--- src/ciec_pkg.sv ---
// package: register map, field layout and shared types of the CAN interrupt and error-count block
package ciec_pkg;

  // ----------------------------------------------------------------
  // register byte offsets
  // ----------------------------------------------------------------
  localparam logic [11:0] CIEC_OFS_STAT_EN_SET   = 12'h074;
  localparam logic [11:0] CIEC_OFS_STAT_EN_CLR   = 12'h078;
  localparam logic [11:0] CIEC_OFS_STAT_MASK     = 12'h07C;
  localparam logic [11:0] CIEC_OFS_OBJ_PEND      = 12'h084;
  localparam logic [11:0] CIEC_OFS_OBJ_EN_SET    = 12'h088;
  localparam logic [11:0] CIEC_OFS_OBJ_EN_CLR    = 12'h08C;
  localparam logic [11:0] CIEC_OFS_OBJ_MASK      = 12'h090;
  localparam logic [11:0] CIEC_OFS_TOP_CODE      = 12'h094;
  localparam logic [11:0] CIEC_OFS_ERR_CNT       = 12'h098;
  localparam logic [11:0] CIEC_OFS_XFER0         = 12'h100;
  localparam logic [11:0] CIEC_OFS_XFER1         = 12'h120;

  // ----------------------------------------------------------------
  // field layout and reset values
  // ----------------------------------------------------------------
  // writable status-enable bits: 1..4 and 8..15
  localparam logic [31:0] CIEC_STAT_BITS_MASK    = 32'h0000_FF1E;
  localparam int          CIEC_BIT_ACTIVITY      = 4;
  localparam logic [31:0] CIEC_XFER_WR_MASK      = 32'h0000_DFBF;
  localparam logic [31:0] CIEC_XFER_RESET        = 32'h0000_0001;
  localparam logic [31:0] CIEC_ZERO_WORD         = 32'h0000_0000;
  localparam logic [15:0] CIEC_CODE_NONE         = 16'h0000;
  localparam logic [15:0] CIEC_CODE_STATUS       = 16'h8000;
  localparam logic [7:0]  CIEC_WARN_LIMIT        = 8'h60;
  localparam logic [7:0]  CIEC_PASSIVE_LIMIT     = 8'h80;
  localparam int          CIEC_OBJ_COUNT         = 32;
  localparam logic [1:0]  CIEC_RESP_OKAY         = 2'b00;
  localparam logic [1:0]  CIEC_RESP_SLVERR       = 2'b10;

  // ----------------------------------------------------------------
  // types
  // ----------------------------------------------------------------
  typedef struct packed {
    logic [7:0] tx_err_count;
    logic [7:0] rx_err_count;
  } ciec_err_type;

  typedef struct packed {
    logic [15:0] status_events;
    logic [31:0] object_irq_pending;
  } ciec_src_type;

endpackage : ciec_pkg

--- src/ciec_top.sv ---
// module: interrupt enable/mask/priority bookkeeping and error counter view over AXI4-Lite
`timescale 1ns/100ps

module ciec_top (
  // clock and reset
  input  wire logic                 mclk_i,
  input  wire logic                 rst_b_i,
  // event sources from the protocol engine and message ram
  input  wire ciec_pkg::ciec_src_type src_i,
  input  wire ciec_pkg::ciec_err_type err_i,
  // axi4-lite write address
  input  wire logic                 s_axi_awvalid_i,
  output logic                      s_axi_awready_o,
  input  wire logic [11:0]          s_axi_awaddr_i,
  // axi4-lite write data
  input  wire logic                 s_axi_wvalid_i,
  output logic                      s_axi_wready_o,
  input  wire logic [31:0]          s_axi_wdata_i,
  input  wire logic [3:0]           s_axi_wstrb_i,
  // axi4-lite write response
  output logic                      s_axi_bvalid_o,
  input  wire logic                 s_axi_bready_i,
  output logic [1:0]                s_axi_bresp_o,
  // axi4-lite read address
  input  wire logic                 s_axi_arvalid_i,
  output logic                      s_axi_arready_o,
  input  wire logic [11:0]          s_axi_araddr_i,
  // axi4-lite read data
  output logic                      s_axi_rvalid_o,
  input  wire logic                 s_axi_rready_i,
  output logic [31:0]               s_axi_rdata_o,
  output logic [1:0]                s_axi_rresp_o,
  // interrupt request and warning event
  output logic                      irq_o,
  output logic                      passive_warn_transition_o
);
  import ciec_pkg::*;

  // ----------------------------------------------------------------
  // state
  // ----------------------------------------------------------------
  logic [31:0] stat_en_r;
  logic [31:0] obj_en_r;
  logic [31:0] xfer0_r;
  logic [31:0] xfer1_r;
  logic        aw_held_r;
  logic        w_held_r;
  logic [11:0] aw_addr_r;
  logic [31:0] w_data_r;
  logic [3:0]  w_strb_r;
  logic        warn_level_r;
  logic [15:0] top_irq_code_r;

  logic [11:0] wr_addr;
  logic [31:0] wr_data;
  logic [31:0] wr_bits;
  logic        wr_fire;
  logic        wr_hit;
  logic [31:0] rd_word;
  logic        rd_hit;
  logic [15:0] top_code_nxt;
  logic        warn_level_nxt;

  // ----------------------------------------------------------------
  // helpers
  // ----------------------------------------------------------------
  function automatic logic [31:0] strb_expand(input logic [3:0] s);
    strb_expand = {{8{s[3]}}, {8{s[2]}}, {8{s[1]}}, {8{s[0]}}};
  endfunction : strb_expand

  function automatic logic [15:0] lowest_object(input logic [31:0] v);
    lowest_object = CIEC_CODE_NONE;
    for (int i = CIEC_OBJ_COUNT - 1; i >= 0; i--) begin
      if (v[i]) begin
        lowest_object = 16'(i + 1);
      end
    end
  endfunction : lowest_object

  // ----------------------------------------------------------------
  // axi write channel: address and data taken in either order
  // ----------------------------------------------------------------
  assign s_axi_awready_o = !aw_held_r && !s_axi_bvalid_o;
  assign s_axi_wready_o  = !w_held_r && !s_axi_bvalid_o;
  assign wr_addr = aw_held_r ? aw_addr_r : s_axi_awaddr_i;
  assign wr_data = w_held_r ? w_data_r : s_axi_wdata_i;
  assign wr_bits = wr_data & strb_expand(w_held_r ? w_strb_r : s_axi_wstrb_i);
  assign wr_fire = (aw_held_r || (s_axi_awvalid_i && s_axi_awready_o))
                && (w_held_r || (s_axi_wvalid_i && s_axi_wready_o));

  always_comb begin
    case (wr_addr)
      CIEC_OFS_STAT_EN_SET, CIEC_OFS_STAT_EN_CLR,
      CIEC_OFS_OBJ_EN_SET, CIEC_OFS_OBJ_EN_CLR,
      CIEC_OFS_XFER0, CIEC_OFS_XFER1: wr_hit = 1'b1;
      default:                         wr_hit = 1'b0;
    endcase
  end

  always_ff @(posedge mclk_i or negedge rst_b_i) begin
    if (!rst_b_i) begin
      aw_held_r <= 1'b0;
      w_held_r  <= 1'b0;
      aw_addr_r <= 12'h000;
      w_data_r  <= CIEC_ZERO_WORD;
      w_strb_r  <= 4'h0;
    end else if (wr_fire) begin
      aw_held_r <= 1'b0;
      w_held_r  <= 1'b0;
    end else begin
      if (s_axi_awvalid_i && s_axi_awready_o) begin
        aw_held_r <= 1'b1;
        aw_addr_r <= s_axi_awaddr_i;
      end
      if (s_axi_wvalid_i && s_axi_wready_o) begin
        w_held_r <= 1'b1;
        w_data_r <= s_axi_wdata_i;
        w_strb_r <= s_axi_wstrb_i;
      end
    end
  end

  always_ff @(posedge mclk_i or negedge rst_b_i) begin
    if (!rst_b_i) begin
      s_axi_bvalid_o <= 1'b0;
      s_axi_bresp_o  <= CIEC_RESP_OKAY;
    end else if (wr_fire) begin
      s_axi_bvalid_o <= 1'b1;
      s_axi_bresp_o  <= wr_hit ? CIEC_RESP_OKAY : CIEC_RESP_SLVERR;
    end else if (s_axi_bready_i) begin
      s_axi_bvalid_o <= 1'b0;
    end
  end

  // ----------------------------------------------------------------
  // enable flip-flops
  // ----------------------------------------------------------------
  always_ff @(posedge mclk_i or negedge rst_b_i) begin
    if (!rst_b_i) begin
      stat_en_r <= CIEC_ZERO_WORD;
    end else if (wr_fire && wr_addr == CIEC_OFS_STAT_EN_SET) begin
      stat_en_r <= stat_en_r | (wr_bits & CIEC_STAT_BITS_MASK);
    end else if (wr_fire && wr_addr == CIEC_OFS_STAT_EN_CLR) begin
      stat_en_r <= stat_en_r & ~(wr_bits & CIEC_STAT_BITS_MASK);
    end
  end

  always_ff @(posedge mclk_i or negedge rst_b_i) begin
    if (!rst_b_i) begin
      obj_en_r <= CIEC_ZERO_WORD;
    end else if (wr_fire && wr_addr == CIEC_OFS_OBJ_EN_SET) begin
      obj_en_r <= obj_en_r | wr_bits;
    end else if (wr_fire && wr_addr == CIEC_OFS_OBJ_EN_CLR) begin
      obj_en_r <= obj_en_r & ~wr_bits;
    end
  end

  // ----------------------------------------------------------------
  // transfer-control registers
  // ----------------------------------------------------------------
  always_ff @(posedge mclk_i or negedge rst_b_i) begin
    if (!rst_b_i) begin
      xfer0_r <= CIEC_XFER_RESET;
      xfer1_r <= CIEC_XFER_RESET;
    end else if (wr_fire && wr_addr == CIEC_OFS_XFER0) begin
      xfer0_r <= (xfer0_r & ~strb_expand(w_held_r ? w_strb_r : s_axi_wstrb_i))
               | (wr_bits & CIEC_XFER_WR_MASK);
    end else if (wr_fire && wr_addr == CIEC_OFS_XFER1) begin
      xfer1_r <= (xfer1_r & ~strb_expand(w_held_r ? w_strb_r : s_axi_wstrb_i))
               | (wr_bits & CIEC_XFER_WR_MASK);
    end
  end

  // ----------------------------------------------------------------
  // priority code and interrupt request
  // ----------------------------------------------------------------
  always_comb begin
    logic [31:0] stat_live;
    stat_live = {16'h0000, src_i.status_events} & stat_en_r & CIEC_STAT_BITS_MASK;
    stat_live[CIEC_BIT_ACTIVITY] = 1'b0;
    if (|stat_live) begin
      top_code_nxt = CIEC_CODE_STATUS;
    end else begin
      // sources stay pending until cleared upstream
      top_code_nxt = lowest_object(src_i.object_irq_pending & obj_en_r);
    end
  end

  always_ff @(posedge mclk_i or negedge rst_b_i) begin
    if (!rst_b_i) begin
      top_irq_code_r <= CIEC_CODE_NONE;
    end else begin
      top_irq_code_r <= top_code_nxt;
    end
  end

  assign irq_o = |top_irq_code_r;

  // ----------------------------------------------------------------
  // warning event: one-cycle pulse on reaching the limit
  // ----------------------------------------------------------------
  assign warn_level_nxt = (err_i.rx_err_count >= CIEC_WARN_LIMIT)
                       || (err_i.tx_err_count >= CIEC_WARN_LIMIT);

  always_ff @(posedge mclk_i or negedge rst_b_i) begin
    if (!rst_b_i) begin
      warn_level_r              <= 1'b0;
      passive_warn_transition_o <= 1'b0;
    end else begin
      warn_level_r              <= warn_level_nxt;
      passive_warn_transition_o <= warn_level_nxt && !warn_level_r;
    end
  end

  // ----------------------------------------------------------------
  // axi read channel
  // ----------------------------------------------------------------
  assign s_axi_arready_o = !s_axi_rvalid_o;

  always_comb begin
    rd_hit  = 1'b1;
    rd_word = CIEC_ZERO_WORD;
    case (s_axi_araddr_i)
      CIEC_OFS_STAT_EN_SET, CIEC_OFS_STAT_EN_CLR,
      CIEC_OFS_OBJ_EN_SET, CIEC_OFS_OBJ_EN_CLR: rd_word = CIEC_ZERO_WORD;
      CIEC_OFS_STAT_MASK: rd_word = stat_en_r;
      CIEC_OFS_OBJ_PEND:  rd_word = src_i.object_irq_pending;
      CIEC_OFS_OBJ_MASK:  rd_word = obj_en_r;
      CIEC_OFS_TOP_CODE:  rd_word = {16'h0000, top_irq_code_r};
      CIEC_OFS_ERR_CNT:   rd_word = {16'h0000, err_i.tx_err_count,
                                     (err_i.rx_err_count >= CIEC_PASSIVE_LIMIT),
                                     err_i.rx_err_count[6:0]};
      CIEC_OFS_XFER0:     rd_word = xfer0_r;
      CIEC_OFS_XFER1:     rd_word = xfer1_r;
      default:            rd_hit  = 1'b0;
    endcase
  end

  always_ff @(posedge mclk_i or negedge rst_b_i) begin
    if (!rst_b_i) begin
      s_axi_rvalid_o <= 1'b0;
      s_axi_rdata_o  <= CIEC_ZERO_WORD;
      s_axi_rresp_o  <= CIEC_RESP_OKAY;
    end else if (s_axi_arvalid_i && s_axi_arready_o) begin
      s_axi_rvalid_o <= 1'b1;
      s_axi_rdata_o  <= rd_word;
      s_axi_rresp_o  <= rd_hit ? CIEC_RESP_OKAY : CIEC_RESP_SLVERR;
    end else if (s_axi_rready_i) begin
      s_axi_rvalid_o <= 1'b0;
    end
  end

endmodule : ciec_top

--- config.mk ---
export PLATFORM = sky130hd
export DESIGN_NAME = ciec_top
export DESIGN_NICKNAME = d
export VERILOG_FILES = /design/src/ciec_pkg.sv /design/src/ciec_top.sv
export SDC_FILE = /design/constraint.sdc
export NUM_CORES = 1
export LEC_CHECK = 0
export BUFFER_PORTS_ARGS = -buffer_cell sky130_fd_sc_hd__buf_2
export CAP_MARGIN = 10
export CORE_UTILIZATION = 50
export CTS_CLUSTER_DIAMETER = 100
export CTS_CLUSTER_SIZE = 24
export DETAILED_ROUTE_END_ITERATION = 8
export PLACE_DENSITY = 0.78
export SLEW_MARGIN = 20
export SYNTH_ARGS = -nofsm -noshare
export SYNTH_HDL_FRONTEND = slang
export SYNTH_SLANG_ARGS = --single-unit
--- constraint.sdc ---
create_clock -name mclk_i -period 4.9 [get_ports mclk_i]
set_input_delay 0.735 -clock mclk_i [delete_from_list [all_inputs] [get_ports mclk_i]]
set_output_delay 0.735 -clock mclk_i [all_outputs]
set_load 0.02 [all_outputs]
Yosys cells after proc, flatten, opt, wreduce, memory -nomap -nowiden --
Index checks and enable logic that the tools add are counted.
Storage, ports and cells: flip-flop bits (word level) 234, output and inout bits 43, input bits 131, logic and storage cells 140
Operators by class: bitwise gates (word level) 16, mux-type cells 53, magnitude comparators 3, reductions and logical operators 34, equal/unequal tests 17
Operators by type and width (count):
- $mux W16 | 32
- $pmux W32 S7 | 1
- $and A32 B32 Y32 | 6
- $mux W32 | 5
- $eq A12 B8 Y1 const B | 8
- $or A32 B16 Y32 | 3
- $not A32 Y32 | 2
- $eq A12 B7 Y1 const B | 5
- $eq A12 B9 Y1 const B | 4
- $not A16 Y32 | 1
- $or A32 B32 Y32 | 1
- $reduce_or A11 Y1 | 2
- $and A16 B16 Y16 | 1
- $ge A8 B7 Y1 const B | 2
- $reduce_or A16 Y1 | 1
- $logic_and A1 B1 Y1 | 13
- $mux W12 | 1
- $reduce_bool A2 Y1 | 6
- $mux W1 | 10
- $ge A8 B8 Y1 const B | 1
- $mux W6 | 1
- $reduce_and A2 Y1 | 3
- $reduce_or A6 Y1 | 1
- $logic_not A1 Y1 | 5
- other kinds (4) | 8

Depth between registers and ports, before layout --
Gate-level depths: netlist of run 1.
depth after elaboration 34, gate-level depth with buffers 8, depth with buffers taken out 5

Worst setup path before layout of run 1 --
Ideal clock, no wire load.
path type input -> register, from input port s_axi_awaddr_i[9], to register with a tool-made name, data arrival time 2.925 ns, setup slack 1.850 ns, library setup time 0.125 ns, buffers on the path 0, required time 4.775 ns, stages on the path 5, path through or4_1 -> a222oi_1 -> nand4_4 -> nor3b_4 -> mux2_2
RTL lines:
- from (decl) | line ciec_top.sv:14 | input wire logic [11:0] s_axi_awaddr_i,

==> results.toml, run 1 <==
[run_status]
outcome = "finished clean"

[detailed_routing]
vias = 7724
drc_errors = 0
wl_per_cell_um = 20.22
ant_nets = 0
viasPerCell = 6.020
drt_first_iter_violations = 760
drtPass1Iterations = 7
drt_wl_total_um = 25950

[critical_path]
crit_path_cell_trace = "inv_1 > a222oi_1 > nand4_1 > o21ai_0 > o31ai_1"
critPathMaxStageDelay_ns = 1.08
cp_slowest_cell = "dfrtp_2"
worstSetupStartpointType = "flop"
crit_type = "flop to flop"
crit_start = "w_held_r"
arrival_ns = 3.94
worstPathRequired_ns = 5.22
crit_path_max_fanout = 40
worst-r2r-cell-count = 5
r2r-start = "w_held_r"
reg2reg_setup_slack_ns = 1.29
endpoint_kind = "flop"

[synth]
syn_area_per_cell_um2 = 11.50
ys_ff_latch = 203
yosysMostFrequentCell = "dfrtp_1"
async_reset_ff_share_pct = 100.0
synth_area_um2 = 9962
synthFlopType = "dfrtp_1"
synth_cells = 866
ys_warn_count = 0
ys_types = 59
seq_area_frac_synth_pct = 51.02
synth_area_leaders = "dfrtp_1 50%, mux2_2 18%, mux2i_1 3.2%"
synthTopCellsByCount = "201 x dfrtp_1, 157 x mux2_2, 73 x nand2_1, 45 x o21ai_0, 40 x clkbuf_1"
synth-edff-count = 0
synth_top_area_share_pct = 50.49
synth_top_area_cell = "dfrtp_1"

[sta]
fin_crit_sh_pct = 73.76
hold_violations = 0
slew_headroom_pct = 28.89
worstMarginPinSlew_ns = 1.067
maxSlewViolCount = 0
tns_ns = 0
setup_viol_count_final = 0
fmax_ghz = 0.2767
worst_slack_ns = 1.286
skew_ns = 0.01067
finalCriticalPeriod_ns = 3.614
rsz0062_at_grt = "no"
hold_slack_ns = 0.3985

[floorplan]
io_pins = 174
initial_core_util_pct = 51.02
die_w_um = 143.2
core_area_um2 = 19530
core.rowCount = 51
die_area_um2 = 20490
die_height_um = 143.2

[cells_and_area]
multi_input_area_um2 = 4697
area_growth_pct = 14.75
fin_cells = 1283
n_fill_cell = 1652
fin_area_um2 = 11430
nets = 1145
final_util_pct = 58.54
ff_latch_area_um2 = 5084
drive_above_1_share_pct = 36.22

[flow_run]
drv_cap = 0

[pwr]
power_leakage_nw = 5.301
cellPowerDensity_nw_per_um2 = 368.9
peakVddDrop_uv = 418.5
finalPower_mw = 4.217

[clock_tree]
hold_buffers = 0
cts_made_buffers = 12
cts_resized = 0
h-tree-depth = 1
cts_num_sinks = 203
insertion_delay_ns = 0.47
cts_tree = "built"
cts_buffer_depth = 3
clkTransAtPathRegs_ns = 0.10
cts-root-buf = "clkbuf_16"
post_cts_buffers = 0

[global_routing]
grt_pass1_wl_um = 41030
grt_max_degree = 123
first_global_vias = 7530
antenna_found_initial = 4
grt.overflow.total = 0
track_usage_pct = 25.94

[hold_path]
min_path_type = "input port to asynchronous set/reset pin"

[placement]
gp_congestion = 0.9626
placed_area_um2 = 11070
dp_cells = 1265
dp.final_hpwl_um = 18780
place.port_buffers = 166
post-place-ws_ns = 1.308
==> cells in the final DEF (no fill, tap or decap), drive strengths merged, types with 15 or more instances in the layout <==
master,n
a21oi,15
a222oi,21
a22oi,30
buf,178
clkbuf,15
dfrtp,201
mux2,158
mux2i,32
nand2,73
nor2,39
nor2b,38
nor3,32
o21ai,45
==> worst max-delay path: cells and delay by family, from the launching register on <==
family | cells | cell delay [ns]
AOI/OAI and AO/OA | 3 | 1.35
buffers and inverters | 1 | 0.22
and+or+nand+nor | 1 | 0.80
DFF | 1 | 1.08
==> kinds of logic after synthesis <==
kind of cell | Yosys count | share of synthesized area (%)
AND/OR/NAND/NOR | 243 | 13.14
flip-flops | 203 | 51.02
multiplexers | 190 | 21.08
AO/OA/AOI/OAI | 174 | 12.53
buffers and inverters | 54 | 2.110
XOR/XNOR | 1 | 0.08793
other | 1 | 0.03764
==> routing by layer <==
layer / track usage [%] / up-vias / wire, um
met1: 37.43 / 3821 / 11700
li1: - / 3521 / -
met4: 6.565 / 4 / 593
met5: 0 / - / 24
met3: 5.030 / 48 / 2021
met2: 40.00 / 330 / 11610
==> where the power goes <==
part	leakage [nW]	total, mW	internal (mW)	switching, mW
clock	0.170	1.04	0.486	0.550
combinational	2.47	1.06	0.507	0.551
sequential	2.66	2.12	1.92	0.201
==> worst max path at each step <==
stage                        endpoint  depth (start not counted)  slack (ns)
finish                           flop                          5        1.29
global route                     flop                          5        0.87
CTS                              flop                          5        1.32
detailed placement               flop                          6        1.31
global placement    s_axi_rdata_o[13]                          7        1.35
floorplan                        flop                          5        1.85
==> cell type report <==
cell class	count	share of cell area, %
timing repair buffer	179	8.198
multi-input combinational	610	41.09
antenna	2	0.04378
inverter	8	0.2627
clock inverter	2	0.1532
tap	265	2.901
sequential	203	44.47
clock buffer	14	2.879
Note: power is estimated with default switching activity, not from simulation.
==> run 2, diff against run 1 <==
Settings changed: PLACE_DENSITY 0.78 to 0.81.
Clock period 4.9 ns to 3.24 ns, I/O delays scaled along.
==> run 2 against run 1 <==
Effect of this change: critical path depth increased by 1; sequential share of layout area down 0.67 points; design area grew 1.5%; critical path type unchanged.
==> results.toml, run 2 (same netlist as run 1, synthesis figures left out) <==
[pwr]
cellPowerDensity_nw_per_um2 = 555.5
peakVddDrop_uv = 571.5
power_leakage_nw = 5.399

[placement]
placed_area_um2 = 11240
place.port_buffers = 166
dp.final_hpwl_um = 19760
dp_cells = 1284
gp_congestion = 0.9625

[sta]
fmax_ghz = 0.3292
hold_violations = 0
hold_slack_ns = 0.06275
setup_viol_count_final = 0
rsz0062_at_grt = "no"
slew_headroom_pct = 46.71
fin_crit_sh_pct = 93.74
finalCriticalPeriod_ns = 3.037
worstMarginPinSlew_ns = 0.7976
skew_ns = 0.01836
maxSlewViolCount = 0
tns_ns = 0

[clock_tree]
clkTransAtPathRegs_ns = 0.10
hold_buffers = 0
h-tree-depth = 1
cts_made_buffers = 12
post_cts_buffers = 0
cts_num_sinks = 203
cts_tree = "built"
cts_resized = 0
cts-root-buf = "clkbuf_16"
cts_buffer_depth = 3
insertion_delay_ns = 0.47

[cells_and_area]
drive_above_1_share_pct = 37.36
final_util_pct = 59.43
final_common_cell = "dfrtp_1"
fin_cells = 1304
fin_area_um2 = 11600
nets = 1164
final_cell_mix = "200 x dfrtp_1, 165 x buf_2, 157 x mux2_2"
area_growth_pct = 16.49

[critical_path]
endpoint_kind = "flop"
worstPathRequired_ns = 3.60
r2r-start = "aw_held_r"
worst-r2r-cell-count = 6
crit_start = "aw_held_r"
arrival_ns = 3.40
crit_path_max_fanout = 13
crit_type = "flop to flop"
reg2reg_setup_slack_ns = 0.20
worstSetupStartpointType = "flop"

[detailed_routing]
drc_errors = 0
drtPass1Iterations = 7
drt_first_iter_violations = 705
wl_per_cell_um = 20.57
drt_wl_total_um = 26820
viasPerCell = 6.007
vias = 7833
ant_nets = 0

[global_routing]
grt_pass1_wl_um = 41300
antenna_found_initial = 3
grt_max_degree = 91
grt.overflow.total = 0
first_global_vias = 7579
track_usage_pct = 26.36

[floorplan]
initial_core_util_pct = 51.02
die_area_um2 = 20490
core_area_um2 = 19530
die_w_um = 143.2
core.rowCount = 51
die_height_um = 143.2
io_pins = 174

[flow_run]
drv_cap = 0

[hold_path]
min_path_type = "input port to asynchronous set/reset pin"

[run_status]
outcome = "finished clean"
run 2: cell count changes in the layout (fill, tap and decap cells not counted):
| cell | previous run | this run |
|---|---|---|
| nor4b_4 | 1 | 0 |
| clkinv_8 | 0 | 1 |
| nor4b_2 | 0 | 2 |
| clkbuf_1 | 1 | 3 |
| inv_6 | 1 | 0 |
| diode_2 | 2 | 3 |
| clkinv_4 | 1 | 0 |
| nor4b_1 | 4 | 3 |
| buf_4 | 13 | 30 |
| buf_12 | 0 | 2 |
run 2: worst min path at each step:
stage                            endpoint         start  cells after the start  slack [ns]
2_1_floorplan  asynchronous set/reset pin       rst_b_i                      0        0.19
3_3_place_gp    passive_warn_transition_o  warn_level_r                      1        0.39
3_5_place_dp    passive_warn_transition_o  warn_level_r                      1        0.40
4_1_cts                    s_axi_rvalid_o       rst_b_i                      1        0.10
5_1_grt                    s_axi_rvalid_o       rst_b_i                      1        0.13
6_report                   s_axi_rvalid_o       rst_b_i                      1        0.06
run 2: worst max-delay path: stages, from the launching register on:
cell and delay, ns:
dfrtp_1 0.40, buf_4 0.24, or3b_2 0.49, a21boi_0 0.50
nand4_4 0.37, nor3b_4 0.52, mux2_2 0.40
run 2: area by class of cell:
cell class	count	area, um^2
Antenna cell	3	7.507
Clock buffer	16	336.6
Clock inverter	1	16.27
Fill cell	1621	7921
Inverter	8	30.03
Multi-Input combinational cell	610	4695
Sequential cell	203	5084
Tap cell	265	331.6
Timing Repair Buffer	198	1105
run 2: through the flow:
stage	setup slack, ns	power (mW)
floorplan	0.4394	4.310
global placement	0.3032	4.833
detailed placement	0.2620	4.907
CTS	0.2272	6.463
global route	0.06975	6.744
finish	0.2028	6.446
run 2: power by group:
part / leakage [nW] / internal [mW] / switching [mW]
registers: 2.66 / 2.91 / 0.233
logic: 2.56 / 0.794 / 0.934
clock network: 0.171 / 0.743 / 0.834
total: 5.40 / 4.45 / 2.00
run 2: layer usage:
metal / wire length (um) / vias to the layer above / global-route usage (%)
met2: 12670 / 329 / 43.08
met3: 2167 / 45 / 5.701
met1: 11390 / 3901 / 35.57
li1: - / 3556 / -
met4: 580 / 2 / 6.621
met5: 13 / - / 0
==> run 3, diff against run 2 <==
Settings changed: CORE_UTILIZATION 50 to 51, PLACE_DENSITY 0.81 to 0.83.
==> run 3 against run 2 <==
Effect of this change: critical path depth is the same; non-clock buffer count grew 2; first-iteration DRC count grew 7.5%; via count grew 2.6%; routed wire length grew 2.1%; utilization grew 1.8 points; count of clock-buffer cells in the layout is the same; design area is essentially flat; hold slack lost 0.028 ns; final cell count shrank 0.15%; sequential power is essentially flat; largest cell class unchanged; largest power group unchanged.
==> results.toml, run 3 (same netlist as run 1, synthesis figures left out) <==
[clock_tree]
cts_resized = 0
clkTransAtPathRegs_ns = 0.10
h-tree-depth = 1
cts-root-buf = "clkbuf_16"
cts_tree = "built"
post_cts_buffers = 0
cts_buffer_depth = 3
cts_num_sinks = 203
insertion_delay_ns = 0.48
hold_buffers = 0
cts_made_buffers = 12

[cells_and_area]
fin_cells = 1302
multi_input_area_um2 = 4695
fin_area_um2 = 11600
final_cell_mix = "200 x dfrtp_1, 165 x buf_2, 157 x mux2_2"
drive_above_1_share_pct = 37.54
n_fill_cell = 1545
ff_latch_area_um2 = 5084
final_util_pct = 61.20
area_growth_pct = 16.45
final_common_cell = "dfrtp_1"
nets = 1166

[global_routing]
antenna_found_initial = 4
grt_pass1_wl_um = 42670
first_global_vias = 7989
grt.overflow.total = 0
grt_max_degree = 82
track_usage_pct = 27.37

[placement]
post-place-ws_ns = 0.2754
gp_congestion = 0.9481
placed_area_um2 = 11240
dp_cells = 1281
dp.final_hpwl_um = 20210
place.port_buffers = 166

[floorplan]
die_w_um = 141.8
core.rowCount = 50
die_area_um2 = 20100
io_pins = 174
core_area_um2 = 18960
die_height_um = 141.8
initial_core_util_pct = 52.55

[sta]
rsz0062_at_grt = "no"
fmax_ghz = 0.3411
hold_violations = 0
worst_slack_ns = 0.3084
finalCriticalPeriod_ns = 2.932
skew_ns = 0.02475
hold_slack_ns = 0.03429
maxSlewViolCount = 0
slew_headroom_pct = 55.09
tns_ns = 0
fin_crit_sh_pct = 90.48
worstMarginPinSlew_ns = 0.6737
setup_viol_count_final = 0

[pwr]
peakVddDrop_uv = 404.2
finalPower_mw = 6.466
power_leakage_nw = 5.408
cellPowerDensity_nw_per_um2 = 557.4

[critical_path]
crit_type = "flop to flop"
critPathMaxStageDelay_ns = 0.53
arrival_ns = 3.29
endpoint_kind = "flop"
cp_slowest_cell = "nor3b_4"
worstSetupStartpointType = "flop"
crit_path_max_fanout = 13
worstPathRequired_ns = 3.60
crit_path_cell_trace = "buf_4 > or3b_2 > a21boi_0 > nand4_4 > nor3b_4 > mux2_2"

[detailed_routing]
viasPerCell = 6.170
vias = 8033
drt_first_iter_violations = 758
drtPass1Iterations = 7
wl_per_cell_um = 21.04
ant_nets = 0
drt_wl_total_um = 27390
drc_errors = 0

[flow_run]
drv_cap = 0

[hold_path]
min_path_type = "input port to asynchronous set/reset pin"

[run_status]
outcome = "finished clean"
## run 3: changes by cell type in the layout (fill, tap and decap cells not counted), sizes merged
cell	change
buf	+2
inv	+1
## run 3: path summary, 6_finish.rpt
kind / startpoint / endpoint / slack, ns / cells after the start
max: aw_held_r / flop / 0.31 / 6
min: rst_b_i / asynchronous set/reset pin / 0.03 / 1
max reg2reg: aw_held_r / flop / 0.31 / 6
min reg2reg: warn_level_r / passive_warn_transition_o / 0.44 / 1
max in group asynchronous: rst_b_i / asynchronous set/reset pin / 2.40 / 2
min in group mclk_i: s_axi_rready_i / s_axi_rvalid_o / 0.18 / 2
## run 3: cell type report
| class | instances | area share (%) |
|---|---|---|
| inverters | 8 | 0.2588 |
| flip-flops and latches | 203 | 43.82 |
| diodes | 3 | 0.06471 |
| repair buffers | 200 | 9.545 |
| well taps | 260 | 2.804 |
| clock buffers | 16 | 2.901 |
| multi-input cells | 610 | 40.47 |
| clock inverters | 2 | 0.1402 |
## run 3: per-layer routing
metal / part of all wire (%) / up-vias / wire length, um / global-route usage, %
met1: 40 / 3968 / 10910 / 35.44
li1: - / 3577 / - / -
met4: 3.8 / 0 / 1053 / 10.98
met5: 0 / - / 0 / 0
met2: 48 / 399 / 13220 / 45.50
met3: 8.1 / 89 / 2212 / 4.995
## run 3: power breakdown
part	switching, mW	total (mW)	internal, mW
sequential	0.202	3.11	2.91
combinational	0.963	1.76	0.796
clock	0.851	1.60	0.745
## run 3: worst max-delay path: cells and delay by family (launching register included)
family / cells / cell delay (ns)
compound gates: 1 / 0.44
mux: 1 / 0.39
flops: 1 / 0.41
simple gates: 3 / 1.35
buf+inv: 1 / 0.24
